$ cat config.mk
export PLATFORM = sky130hd
export DESIGN_NAME = adcsc_core
export DESIGN_NICKNAME = d
export VERILOG_FILES = /design/src/adcsc_pkg.sv /design/src/adcsc_format.sv /design/src/adcsc_core.sv
export VERILOG_INCLUDE_DIRS = /design/src
export SDC_FILE = /design/constraint.sdc
export NUM_CORES = 1
export LEC_CHECK = 0
export ABC_AREA = 1
export BUFFER_PORTS_ARGS = -buffer_cell sky130_fd_sc_hd__buf_2
export CORE_MARGIN = 8
export CORE_UTILIZATION = 45
export CTS_BUF_LIST = sky130_fd_sc_hd__clkbuf_4 sky130_fd_sc_hd__clkbuf_8
export DETAILED_ROUTE_END_ITERATION = 7
export RECOVER_POWER = 100
export SLEW_MARGIN = 15
export SYNTH_ARGS = -nofsm -noshare
export SYNTH_HDL_FRONTEND = slang
export SYNTH_SLANG_ARGS = --single-unit
export TNS_END_PERCENT = 5
$ cat constraint.sdc
create_clock -name sys_clk_i -period 8 [get_ports sys_clk_i]
set_clock_uncertainty 0.15 [all_clocks]
set_input_delay 0.8 -clock sys_clk_i [delete_from_list [all_inputs] [get_ports sys_clk_i]]
set_output_delay 0.8 -clock sys_clk_i [all_outputs]
set_load 0.01 [all_outputs]
$ cat src/adcsc_regs.svh
// register offsets, field positions, reset values and timing counts of the converter sequencer
`ifndef ADCSC_REGS_SVH
`define ADCSC_REGS_SVH
`define ADCSC_OFF_MAIN      12'h000
`define ADCSC_OFF_CHAN      12'h004
`define ADCSC_OFF_TIMING    12'h008
`define ADCSC_OFF_DMALEN    12'h00c
`define ADCSC_OFF_RESULT    12'h010
`define ADCSC_OFF_DMAADDR   12'h014
`define ADCSC_OFF_SCAN      12'h018
`define ADCSC_OFF_IRQ_STAT  12'h01c
`define ADCSC_OFF_IRQ_MASK  12'h020
`define ADCSC_B_MODULE_ON   15
`define ADCSC_B_IDLE_STOP   13
`define ADCSC_B_DMA_BUILD   12
`define ADCSC_B_RES_SEL     10
`define ADCSC_B_SIMSAMPLE   3
`define ADCSC_B_AUTOSAMPLE  2
`define ADCSC_B_SAMPLE      1
`define ADCSC_B_DONE        0
`define ADCSC_B_SCAN_EN     10
`define ADCSC_B_HALF_STAT   7
`define ADCSC_B_SPLIT_MODE  1
`define ADCSC_RST_16        16'h0000
`define ADCSC_CONV_TAD_10   6'd12
`define ADCSC_CONV_TAD_12   6'd14
`endif

$ cat src/adcsc_pkg.sv
// types shared by the converter sequencer files
package adcsc_pkg;
    typedef enum logic [1:0] {
        ADCSC_ST_OFF,
        ADCSC_ST_SAMPLE,
        ADCSC_ST_CONVERT,
        ADCSC_ST_HOLD
    } adcsc_state_e;
    typedef logic [15:0] adcsc_word_t;
endpackage

$ cat src/adcsc_format.sv
// result formatter: places a raw conversion result into the output word
`timescale 1ns/100ps
`include "adcsc_regs.svh"
module adcsc_format
    import adcsc_pkg::*;
(
    input  wire logic [11:0] raw_i,
    input  wire logic        res12_i,
    input  wire logic [1:0]  format_i,
    output adcsc_word_t      word_o
);
    wire logic [9:0]  d10 = raw_i[9:0];
    wire logic        s10 = ~raw_i[9];
    wire logic        s12 = ~raw_i[11];
    adcsc_word_t w10;
    adcsc_word_t w12;
    always_comb begin
        case (format_i)
            2'h3:    w10 = {s10, d10[8:0], 6'h00};
            2'h2:    w10 = {d10, 6'h00};
            2'h1:    w10 = {{7{s10}}, d10[8:0]};
            default: w10 = {6'h00, d10};
        endcase
        case (format_i)
            2'h3:    w12 = {s12, raw_i[10:0], 4'h0};
            2'h2:    w12 = {raw_i, 4'h0};
            2'h1:    w12 = {{5{s12}}, raw_i[10:0]};
            default: w12 = {4'h0, raw_i};
        endcase
    end
    assign word_o = res12_i ? w12 : w10;
endmodule

$ cat src/adcsc_core.sv
// converter sequencer top: apb registers, sample/convert sequencing, dma addressing, interrupt
//
// Implementation choices: the placing of the registers and register access over APB.
`timescale 1ns/100ps
`include "adcsc_regs.svh"
module adcsc_core
    import adcsc_pkg::*;
(
    input  wire logic        sys_clk_i,
    input  wire logic        rst_i,
    input  wire logic        psel_i,
    input  wire logic        penable_i,
    input  wire logic        pwrite_i,
    input  wire logic [11:0] paddr_i,
    input  wire logic [31:0] pwdata_i,
    output logic      [31:0] prdata_o,
    output logic             pready_o,
    output logic             pslverr_o,
    input  wire logic        device_idle_i,
    input  wire logic        trig_pwm_i,
    input  wire logic        trig_timer_i,
    input  wire logic        trig_pin_i,
    output logic             sample_o,
    output logic      [3:0]  sample_chan_o,
    output logic      [4:0]  ch0_input_o,
    input  wire logic [11:0] conv_data_i,
    output logic             dma_req_o,
    output logic      [10:0] dma_addr_o,
    output logic             irq_o
);
    logic [15:0] main_reg;
    logic [15:0] chan_reg;
    logic [15:0] timing_reg;
    logic [2:0]  dmalen_reg;
    logic [31:0] scan_reg;
    logic [1:0]  irq_stat_reg;
    logic [1:0]  irq_mask_reg;
    adcsc_word_t result_reg;
    logic [10:0] dma_addr_reg;
    logic        dma_req_reg;
    adcsc_state_e state_reg;
    adcsc_state_e state_next;
    logic [5:0]  div_reg;
    logic [5:0]  tad_cnt_reg;
    logic [1:0]  chan_idx_reg;
    logic [3:0]  smp_cnt_reg;
    logic        half_reg;
    logic [4:0]  scan_pos_reg;
    logic [6:0]  conv_seq_reg;
    logic        trig_pwm_d;
    logic        trig_timer_d;
    logic        trig_pin_d;

    // apb decode: one wait-free access phase, unmapped addresses answer with an error
    wire logic wr_en = psel_i & penable_i & pwrite_i;
    wire logic rd_en = psel_i & penable_i & ~pwrite_i;
    // read data is captured in the setup cycle so it already stands at the access edge
    wire logic rd_setup = psel_i & ~penable_i & ~pwrite_i;
    wire logic hit_main = paddr_i == `ADCSC_OFF_MAIN;
    wire logic hit_chan = paddr_i == `ADCSC_OFF_CHAN;
    wire logic hit_timing = paddr_i == `ADCSC_OFF_TIMING;
    wire logic hit_dmalen = paddr_i == `ADCSC_OFF_DMALEN;
    wire logic hit_result = paddr_i == `ADCSC_OFF_RESULT;
    wire logic hit_dmaaddr = paddr_i == `ADCSC_OFF_DMAADDR;
    wire logic hit_scan = paddr_i == `ADCSC_OFF_SCAN;
    wire logic hit_stat = paddr_i == `ADCSC_OFF_IRQ_STAT;
    wire logic hit_mask = paddr_i == `ADCSC_OFF_IRQ_MASK;
    wire logic hit_any = hit_main | hit_chan | hit_timing | hit_dmalen | hit_result
                         | hit_dmaaddr | hit_scan | hit_stat | hit_mask;
    assign pready_o = 1'b1;
    assign pslverr_o = psel_i & penable_i & ~hit_any;

    wire logic module_on = main_reg[`ADCSC_B_MODULE_ON];
    wire logic res12 = main_reg[`ADCSC_B_RES_SEL];
    wire logic [1:0] output_format = main_reg[9:8];
    wire logic [2:0] conversion_trigger_source = main_reg[7:5];
    wire logic auto_sample = main_reg[`ADCSC_B_AUTOSAMPLE];
    wire logic sample_bit = main_reg[`ADCSC_B_SAMPLE];
    wire logic simultaneous_sample = main_reg[`ADCSC_B_SIMSAMPLE] & ~res12;
    wire logic [1:0] channel_count = res12 ? 2'h0 : chan_reg[9:8];
    wire logic [3:0] samples_per_event = chan_reg[5:2];
    wire logic split_mode = chan_reg[`ADCSC_B_SPLIT_MODE];
    wire logic scan_enable = chan_reg[`ADCSC_B_SCAN_EN];
    wire logic [4:0] auto_sample_time = timing_reg[12:8];
    wire logic [5:0] conversion_clock_divisor = timing_reg[5:0];

    // idle_stop freezes the sequencer; module_on off forces the state to off and stops sampling and dma requests
    wire logic halted = main_reg[`ADCSC_B_IDLE_STOP] & device_idle_i;
    wire logic run = module_on & ~halted;

    // one conversion clock period is divisor+1 system clocks
    wire logic tad_tick = run && (div_reg == conversion_clock_divisor);

    wire logic pwm_edge = trig_pwm_i & ~trig_pwm_d;
    wire logic timer_edge = trig_timer_i & ~trig_timer_d;
    wire logic pin_edge = trig_pin_i & ~trig_pin_d;
    // the trigger fires on the tick that completes the programmed number of periods
    wire logic samc_reached = 6'(tad_cnt_reg + 6'h01) >= {1'b0, auto_sample_time};
    logic hw_trigger;
    always_comb begin
        case (conversion_trigger_source)
            3'h7:    hw_trigger = tad_tick && samc_reached;
            3'h3:    hw_trigger = pwm_edge;
            3'h2:    hw_trigger = timer_edge;
            3'h1:    hw_trigger = pin_edge;
            default: hw_trigger = 1'b0;
        endcase
    end
    wire logic sw_main_wr = wr_en & hit_main;
    wire logic sw_end_sample = sw_main_wr & ~pwdata_i[`ADCSC_B_SAMPLE]
                               & (conversion_trigger_source == 3'h0);
    wire logic start_conv = run && (state_reg == ADCSC_ST_SAMPLE)
                            && (hw_trigger || sw_end_sample);
    wire logic [5:0] conv_len = res12 ? `ADCSC_CONV_TAD_12 : `ADCSC_CONV_TAD_10;
    wire logic [5:0] conv_last = 6'(conv_len - 6'h01);
    wire logic [1:0] last_chan = channel_count[1] ? 2'h3 : {1'b0, channel_count[0]};
    // simultaneous sampling converts all held channels back to back after one sample phase
    wire logic conv_end = tad_tick && (state_reg == ADCSC_ST_CONVERT)
                          && (tad_cnt_reg == conv_last);
    wire logic seq_more = conv_end && (chan_idx_reg != last_chan);
    wire logic seq_done = conv_end && (chan_idx_reg == last_chan);
    wire logic event_done = seq_done && (smp_cnt_reg == samples_per_event);

    always_comb begin
        state_next = state_reg;
        case (state_reg)
            ADCSC_ST_OFF:     state_next = ADCSC_ST_HOLD;
            ADCSC_ST_HOLD:    if (auto_sample || (sw_main_wr && pwdata_i[`ADCSC_B_SAMPLE])) begin
                state_next = ADCSC_ST_SAMPLE;
            end
            ADCSC_ST_SAMPLE:  if (start_conv) begin
                state_next = ADCSC_ST_CONVERT;
            end
            ADCSC_ST_CONVERT: if (seq_more && !simultaneous_sample) begin
                state_next = ADCSC_ST_SAMPLE;
            end else if (seq_done) begin
                state_next = auto_sample ? ADCSC_ST_SAMPLE : ADCSC_ST_HOLD;
            end
            default:          state_next = ADCSC_ST_OFF;
        endcase
        if (!module_on) begin
            state_next = ADCSC_ST_OFF;
        end else if (halted) begin
            state_next = state_reg;
        end
    end

    // scan walks the selected inputs in ascending order, wrapping round
    logic [4:0] scan_nxt;
    always_comb begin
        scan_nxt = scan_pos_reg;
        for (int k = 31; k >= 1; k--) begin
            if (scan_reg[5'(scan_pos_reg + 5'(k))]) begin
                scan_nxt = 5'(scan_pos_reg + 5'(k));
            end
        end
    end

    // dma word size per input is 2^buffer_length; scatter address = input index * size + slot
    wire logic [7:0] buf_words = 8'h01 << dmalen_reg;
    wire logic [4:0] cur_input = (chan_idx_reg == 2'h0)
                                 ? (scan_enable ? scan_pos_reg : ch0_input_o)
                                 : {3'h0, chan_idx_reg};
    wire logic [6:0] slot = conv_seq_reg & 7'(buf_words - 8'h01);
    wire logic [10:0] scatter_addr = 11'({cur_input, 7'h00} >> (3'h7 - dmalen_reg)) | {4'h0, slot};
    wire logic [10:0] order_addr = {2'h0, half_reg & split_mode, 4'h0, smp_cnt_reg} ;
    wire logic [10:0] addr_sel = main_reg[`ADCSC_B_DMA_BUILD] ? order_addr : scatter_addr;
    wire adcsc_word_t fmt_word;

    adcsc_format u_format (
        .raw_i    (conv_data_i),
        .res12_i  (res12),
        .format_i (output_format),
        .word_o   (fmt_word)
    );

    // a status read clears only the bits it reported; an event in any cycle still lands
    wire logic stat_rd = rd_en & hit_stat;
    wire logic [1:0] irq_events = {seq_done, event_done};

    always_ff @(posedge sys_clk_i) begin
        if (rst_i) begin
            main_reg     <= `ADCSC_RST_16;
            chan_reg     <= `ADCSC_RST_16;
            timing_reg   <= `ADCSC_RST_16;
            dmalen_reg   <= 3'h0;
            scan_reg     <= 32'h0000_0000;
            irq_mask_reg <= 2'h0;
            irq_stat_reg <= 2'h0;
        end else begin
            if (sw_main_wr) begin
                main_reg[15:2] <= pwdata_i[15:2];
                if (state_reg == ADCSC_ST_OFF || !pwdata_i[`ADCSC_B_MODULE_ON]) begin
                    main_reg[`ADCSC_B_RES_SEL] <= pwdata_i[`ADCSC_B_RES_SEL];
                end else begin
                    main_reg[`ADCSC_B_RES_SEL] <= main_reg[`ADCSC_B_RES_SEL];
                end
            end
            main_reg[`ADCSC_B_SAMPLE] <= (state_next == ADCSC_ST_SAMPLE);
            if (conv_end) begin
                main_reg[`ADCSC_B_DONE] <= 1'b1;
            end else if (start_conv || (sw_main_wr && !pwdata_i[`ADCSC_B_DONE])) begin
                main_reg[`ADCSC_B_DONE] <= 1'b0;
            end
            if (wr_en && hit_chan) begin
                chan_reg <= {pwdata_i[15:8], 1'b0, 1'b0, pwdata_i[5:0]};
            end
            chan_reg[`ADCSC_B_HALF_STAT] <= half_reg;
            if (wr_en && hit_timing) begin
                timing_reg <= {3'h0, pwdata_i[12:8], 2'h0, pwdata_i[5:0]};
            end
            if (wr_en && hit_dmalen) begin
                dmalen_reg <= pwdata_i[2:0];
            end
            if (wr_en && hit_scan) begin
                scan_reg <= pwdata_i;
            end
            if (wr_en && hit_mask) begin
                irq_mask_reg <= pwdata_i[1:0];
            end
            irq_stat_reg <= (irq_stat_reg & ~(stat_rd ? prdata_o[1:0] : 2'h0)) | irq_events;
        end
    end

    always_ff @(posedge sys_clk_i) begin
        if (rst_i) begin
            state_reg    <= ADCSC_ST_OFF;
            div_reg      <= 6'h00;
            tad_cnt_reg  <= 6'h00;
            chan_idx_reg <= 2'h0;
            smp_cnt_reg  <= 4'h0;
            half_reg     <= 1'b0;
            scan_pos_reg <= 5'h00;
            conv_seq_reg <= 7'h00;
            trig_pwm_d   <= 1'b0;
            trig_timer_d <= 1'b0;
            trig_pin_d   <= 1'b0;
        end else begin
            state_reg    <= state_next;
            trig_pwm_d   <= trig_pwm_i;
            trig_timer_d <= trig_timer_i;
            trig_pin_d   <= trig_pin_i;
            // realign the conversion clock at each phase change so phase lengths are exact
            div_reg      <= (!run || tad_tick || state_next != state_reg)
                            ? 6'h00 : 6'(div_reg + 6'h01);
            if (state_next != state_reg || conv_end) begin
                tad_cnt_reg <= 6'h00;
            end else if (tad_tick && tad_cnt_reg != 6'h3f) begin
                tad_cnt_reg <= 6'(tad_cnt_reg + 6'h01);
            end
            if (!module_on) begin
                chan_idx_reg <= 2'h0;
                smp_cnt_reg  <= 4'h0;
                half_reg     <= 1'b0;
                conv_seq_reg <= 7'h00;
            end else if (seq_more) begin
                chan_idx_reg <= 2'(chan_idx_reg + 2'h1);
            end else if (seq_done) begin
                chan_idx_reg <= 2'h0;
                if (scan_enable) begin
                    scan_pos_reg <= scan_nxt;
                end
                if (event_done) begin
                    smp_cnt_reg  <= 4'h0;
                    half_reg     <= split_mode & ~half_reg;
                    conv_seq_reg <= 7'(conv_seq_reg + 7'h01);
                end else begin
                    smp_cnt_reg <= 4'(smp_cnt_reg + 4'h1);
                end
            end
        end
    end

    always_ff @(posedge sys_clk_i) begin
        if (rst_i) begin
            result_reg   <= 16'h0000;
            dma_addr_reg <= 11'h000;
            dma_req_reg  <= 1'b0;
            prdata_o     <= 32'h0000_0000;
        end else begin
            dma_req_reg <= conv_end;
            if (conv_end) begin
                result_reg   <= fmt_word;
                dma_addr_reg <= addr_sel;
            end
            if (rd_setup) begin
                prdata_o <= 32'h0000_0000;
                case (1'b1)
                    hit_main:    prdata_o[15:0] <= {main_reg[15:4], simultaneous_sample,
                                                    main_reg[2:0]};
                    hit_chan:    prdata_o[15:0] <= {chan_reg[15:10], channel_count, chan_reg[7:0]};
                    hit_timing:  prdata_o[15:0] <= timing_reg;
                    hit_dmalen:  prdata_o[2:0]  <= dmalen_reg;
                    hit_result:  prdata_o[15:0] <= result_reg;
                    hit_dmaaddr: prdata_o[10:0] <= dma_addr_reg;
                    hit_scan:    prdata_o       <= scan_reg;
                    hit_stat:    prdata_o[1:0]  <= irq_stat_reg;
                    hit_mask:    prdata_o[1:0]  <= irq_mask_reg;
                    default:     prdata_o       <= 32'h0000_0000;
                endcase
            end
        end
    end

    assign sample_o = (state_reg == ADCSC_ST_SAMPLE) & run;
    assign sample_chan_o = simultaneous_sample
                           ? (channel_count[1] ? 4'hf : {2'h0, |channel_count, 1'b1})
                           : (4'h1 << chan_idx_reg);
    assign ch0_input_o = scan_enable ? scan_pos_reg : 5'h00;
    assign dma_req_o = dma_req_reg;
    assign dma_addr_o = dma_addr_reg;
    assign irq_o = |(irq_stat_reg & irq_mask_reg);

    chk_done_on_end: assert property (@(posedge sys_clk_i) disable iff (rst_i)
        conv_end |=> main_reg[`ADCSC_B_DONE])
        else $error("done not set after conversion");
    chk_off_quiet: assert property (@(posedge sys_clk_i) disable iff (rst_i)
        !module_on |=> state_reg == ADCSC_ST_OFF && !sample_o && !dma_req_o)
        else $error("activity while module off");
    chk_idle_freeze: assert property (@(posedge sys_clk_i) disable iff (rst_i)
        halted && module_on |=> $stable(state_reg))
        else $error("state moved while idle stopped");
    chk_hw_clear: assert property (@(posedge sys_clk_i) disable iff (rst_i)
        start_conv |=> !main_reg[`ADCSC_B_SAMPLE])
        else $error("sample bit not cleared at start");
    chk_done_clear: assert property (@(posedge sys_clk_i) disable iff (rst_i)
        start_conv && !conv_end |=> !main_reg[`ADCSC_B_DONE])
        else $error("done kept at start");
    chk_auto_restart: assert property (@(posedge sys_clk_i) disable iff (rst_i)
        seq_done && auto_sample && run |=> state_reg == ADCSC_ST_SAMPLE)
        else $error("auto sample did not restart");
    chk_div_period: assert property (@(posedge sys_clk_i) disable iff (rst_i)
        tad_tick && conversion_clock_divisor == 6'h01 && run
        ##1 run && $stable(timing_reg) && state_next == state_reg
        |-> !tad_tick ##1 (tad_tick || !run || !$stable(timing_reg)))
        else $error("conversion clock period wrong");
    chk_sim_zero12: assert property (@(posedge sys_clk_i) disable iff (rst_i)
        res12 |-> !simultaneous_sample && channel_count == 2'h0)
        else $error("12-bit fields not zero");
    chk_irq_level: assert property (@(posedge sys_clk_i) disable iff (rst_i)
        (|(irq_events & irq_mask_reg)) && !(wr_en && hit_mask) |=> irq_o)
        else $error("irq missing after event");
endmodule

==> results.md <==
Cells and area:
- The total inserted antenna cells is 0.
- In the final layout, the multi-input gates occupy 7200 sq um.
- Counting the fill cells in the layout gives 2934.
- The area growth from synthesis to layout is 9.29%.
- In the final layout, flip-flops and latches occupy 3540 sq um.
- The share of post-route cells with drive strength above 1 is 0.0817.
- In the layout the commonest cells are nand2_1, inv_1, nand3_1, dfxtp_1.
- The core utilization of the finished layout is 0.498.
- The most common cell after layout, fill and taps aside is nand2_1.
- In the final design database the tool counted 2123 nets.

Worst setup path:
- The cell family contributing the most delay on the critical path is buffers and inverters.
- For this run, the slowest stage of the critical path takes ~1.6 ns.
- The endpoint type of the worst setup path is a flip-flop.
- The most numerous cell type found on the critical path is nand2_1.
- The data arrival time of the worst path is ~6.4 ns.
- For the worst setup path, the data required time is between 8 and 9 ns.
- Along the worst path, the maximum fanout reaches 51.
- Walking the worst path, the cells encountered are clkbuf_1 -> ha_1 -> xnor2_2 -> buf_4 -> inv_1 -> nand3_1 -> nand2_1 -> o21ai_0 -> nor2_1 -> nor2_2 -> inv_2 -> nor4_1 -> nand4_1 -> nor4_1 -> nand2_1 -> inv_1 -> nor2_1 -> o41ai_1 -> o21ai_0 -> nand2_1 -> a21oi_1.
- The critical path launch point type is a flip-flop.
- The category of the critical setup timing path is flip-flop to flip-flop.
- Together, buffers and inverters on the worst path number 5.
- The worst register-to-register path has a depth of 21.
- The critical path crosses 21 cells after its start point.
- The master of the slowest instance on the critical path is clkbuf_1.

Route:
- Once detail routing completed, the nets flagged for antenna violations numbered 0.
- After detailed routing, the wire length on met1 is slightly above 20000 um.
- The first TritonRoute pass finished after 6 iterations.
- The met2 wire length is 22700 um.
- The wire length on met3 is 2780 um.
- Dividing the detail-routed wire length by the instance count gives 20.3 um.
- The number of violations reported at the end of detailed-routing iteration 0 is ~1500.
- Summed over all layers, the routed wires come to 48400 um.
- In the routed design, unresolved DRC markers number 0.
- The vias after detailed routing is 13800.
- The top routing layer in use is met4.
- The average via count per standard cell is 5.79.

GRT:
- The number of antenna violations at the first check in global routing is 0.
- The first global-routing pass estimated 73800 um of wire.
- The total congestion overflow after global routing is 0.
- The via count of the first global-routing pass is ~13000.
- The largest net degree at the start of global routing is 86.
- For this run, the total global-route usage over all layers was measured as 0.286.

Synth:
- The register bit count reported by yosys is 177.
- The synthesized design contains 0 enable-type register cells.
- The number of warning messages in the yosys log is 0.
- The mean cell area of the mapped netlist is 6.23 sq um.
- The synthesized netlist contains between 50 and 60 unique library cells.
- The commonest register cell after synthesis is dfxtp_1.
- The cell count after synthesis came out at 1954.
- The proportion of synthesized chip area in sequential cells is 0.291.
- The net count after synthesis is 2045.
- The fraction of registers with async set or reset after synthesis is 0.
- The post-synthesis instance area is 12200 sq um.

Floorplanning:
- The total die area is 32600 sq um.
- The starting utilization of the core area is 0.456.
- The die is approximately 180 um tall.
- From left edge to right edge, the die measures approximately 180 um.
- The number of top-level pins is 122.
- The region available for standard cell placement spans 26700 sq um.
- The site row count is 60.

Job:
- The tool flagged a number of max-cap violations equal to 4.

CTS:
- The clock root buffer master is clkbuf_8.
- For this design, the CTS-stage hold fixing added 0 buffers.
- The maximum buffer depth of the clock tree is 2.
- The clock drives 177 sinks.
- The number of H-tree levels is 4.
- After clock tree synthesis, the setup repair step added 0 buffers.
- TritonCTS built the clock tree.
- The number of gates resized after CTS was 0.
- The clock slew seen by the registers of the worst setup and hold paths is 0.12 ns.
- The later-pin clock latency in the skew report is 0.48 ns.
- The total CTS buffers is 17.

Placed design:
- Routability-driven placement finished with a final weighted congestion of between 1 and 1.5.
- In this run the tool buffered the top-level ports with 120 buffer cells.
- The wire-length estimate of the detail-placed layout is 37600 um.

STA:
- Setup repair after global routing left no endpoint under its margin.
- For the pin with the worst max-slew slack, the measured transition is 2.19 ns.
- The number of slew-limit violations in the final report is 190.
- The period utilization is 0.779.
- The final hold violation count came to 0.
- The post-route minimum period is 6.23 ns.
- Setup total negative slack on the finished layout was measured at 0 ns.
- Setup violations remaining at the end of the flow were counted as 0.
- The relative slew slack is -0.461.
- Timing would allow up to between 0.15 and 0.2 GHz.

Power:
- The maximum resistive drop on vdd is 0.000131 V.
- The static leakage is roughly 5.6 nW.
- Dividing total power by cell area gives a power density of between 100 and 150 nW/um^2.

Min path:
- The type of the most critical hold path is flip-flop to flip-flop.
- The worst hold path was traced through 2 stages.

Outcome:
- The run finished, with violations left.
- The final reports fail on max-capacitance violations, max-slew violations.
==> path summary, 6_finish.rpt <==
| kind | startpoint | end | slack [ns] |
|---|---|---|---|
| max reg2reg | scan_pos_reg[0] | scan_pos_reg[1] | 1.77 |
| min reg2reg | chan_reg[13] | chan_reg[13] | 0.31 |
| max | scan_pos_reg[0] | scan_pos_reg[1] | 1.77 |
| min | chan_reg[13] | chan_reg[13] | 0.31 |
==> worst min-delay path, cell delays in order, from the launching register on <==
cell	delay, ns
dfxtp_1	0.32
inv_1	0.05
a21oi_1	0.05
==> metal layers <==
metal / vias up / track usage
li1: 6690 / -
met1: 6408 / 0.350
met2: 582 / 0.476
met3: 133 / 0.0425
met4: 0 / 0.155
met5: - / 0
==> power by group <==
part | leakage [nW] | switching [mW] | total (mW) | internal, mW
Sequential | 1.43 | 0.000454 | 0.882 | 0.882
Combinational | 3.97 | 0.0438 | 0.0639 | 0.0201
Clock | 0.206 | 0.410 | 0.658 | 0.248
Total | 5.60 | 0.455 | 1.60 | 1.15
==> layout make-up <==
type / count / area share
clock buffers: 18 / 0.0186
flip-flops and latches: 177 / 0.266
inverters: 287 / 0.0812
multi-input cells: 1410 / 0.541
well taps: 341 / 0.0321
clock inverters: 14 / 0.0124
repair buffers: 139 / 0.0482
==> synth_stat cells, types with 24 or more instances <==
master / count / area [sq um]
nand3_1: 207 / 1040
o22ai_1: 39 / 244
dfxtp_1: 177 / 3540
a21oi_1: 162 / 811
clkbuf_1: 54 / 203
nand2_1: 444 / 1670
nor3_1: 29 / 145
ha_1: 26 / 325
inv_1: 259 / 972
inv_2: 24 / 90.1
nor2_1: 136 / 510
o21ai_0: 162 / 811
==> cell families after synthesis <==
| group | synth area share |
|---|---|
| buffers and inverters | 0.118 |
| adder cells (fa/ha/maj) | 0.0267 |
| AO/OA/AOI/OAI | 0.231 |
| XOR/XNOR | 0.0248 |
| other | 0.000308 |
| AND/OR/NAND/NOR | 0.308 |
| flip-flops | 0.291 |
==> metrics by stage <==
stage | power (mW) | std cells | setup WS, ns | hold slack (ns) | cell area (sq um)
after floorplan | 0.932 | 1954 | 4.26 | 0.269 | 12200
after CTS | 1.62 | 2386 | 3.22 | 0.307 | 13400
after global placement | 0.967 | 2354 | 3.17 | 0.282 | 13000
after detailed placement | 0.967 | 2354 | 3.24 | 0.292 | 13000
final | 1.60 | 2386 | 1.77 | 0.307 | 13300
after global routing | 1.66 | 2386 | 1.35 | 0.319 | 13300
No activity file was read; power rests on OpenSTA's default activity.
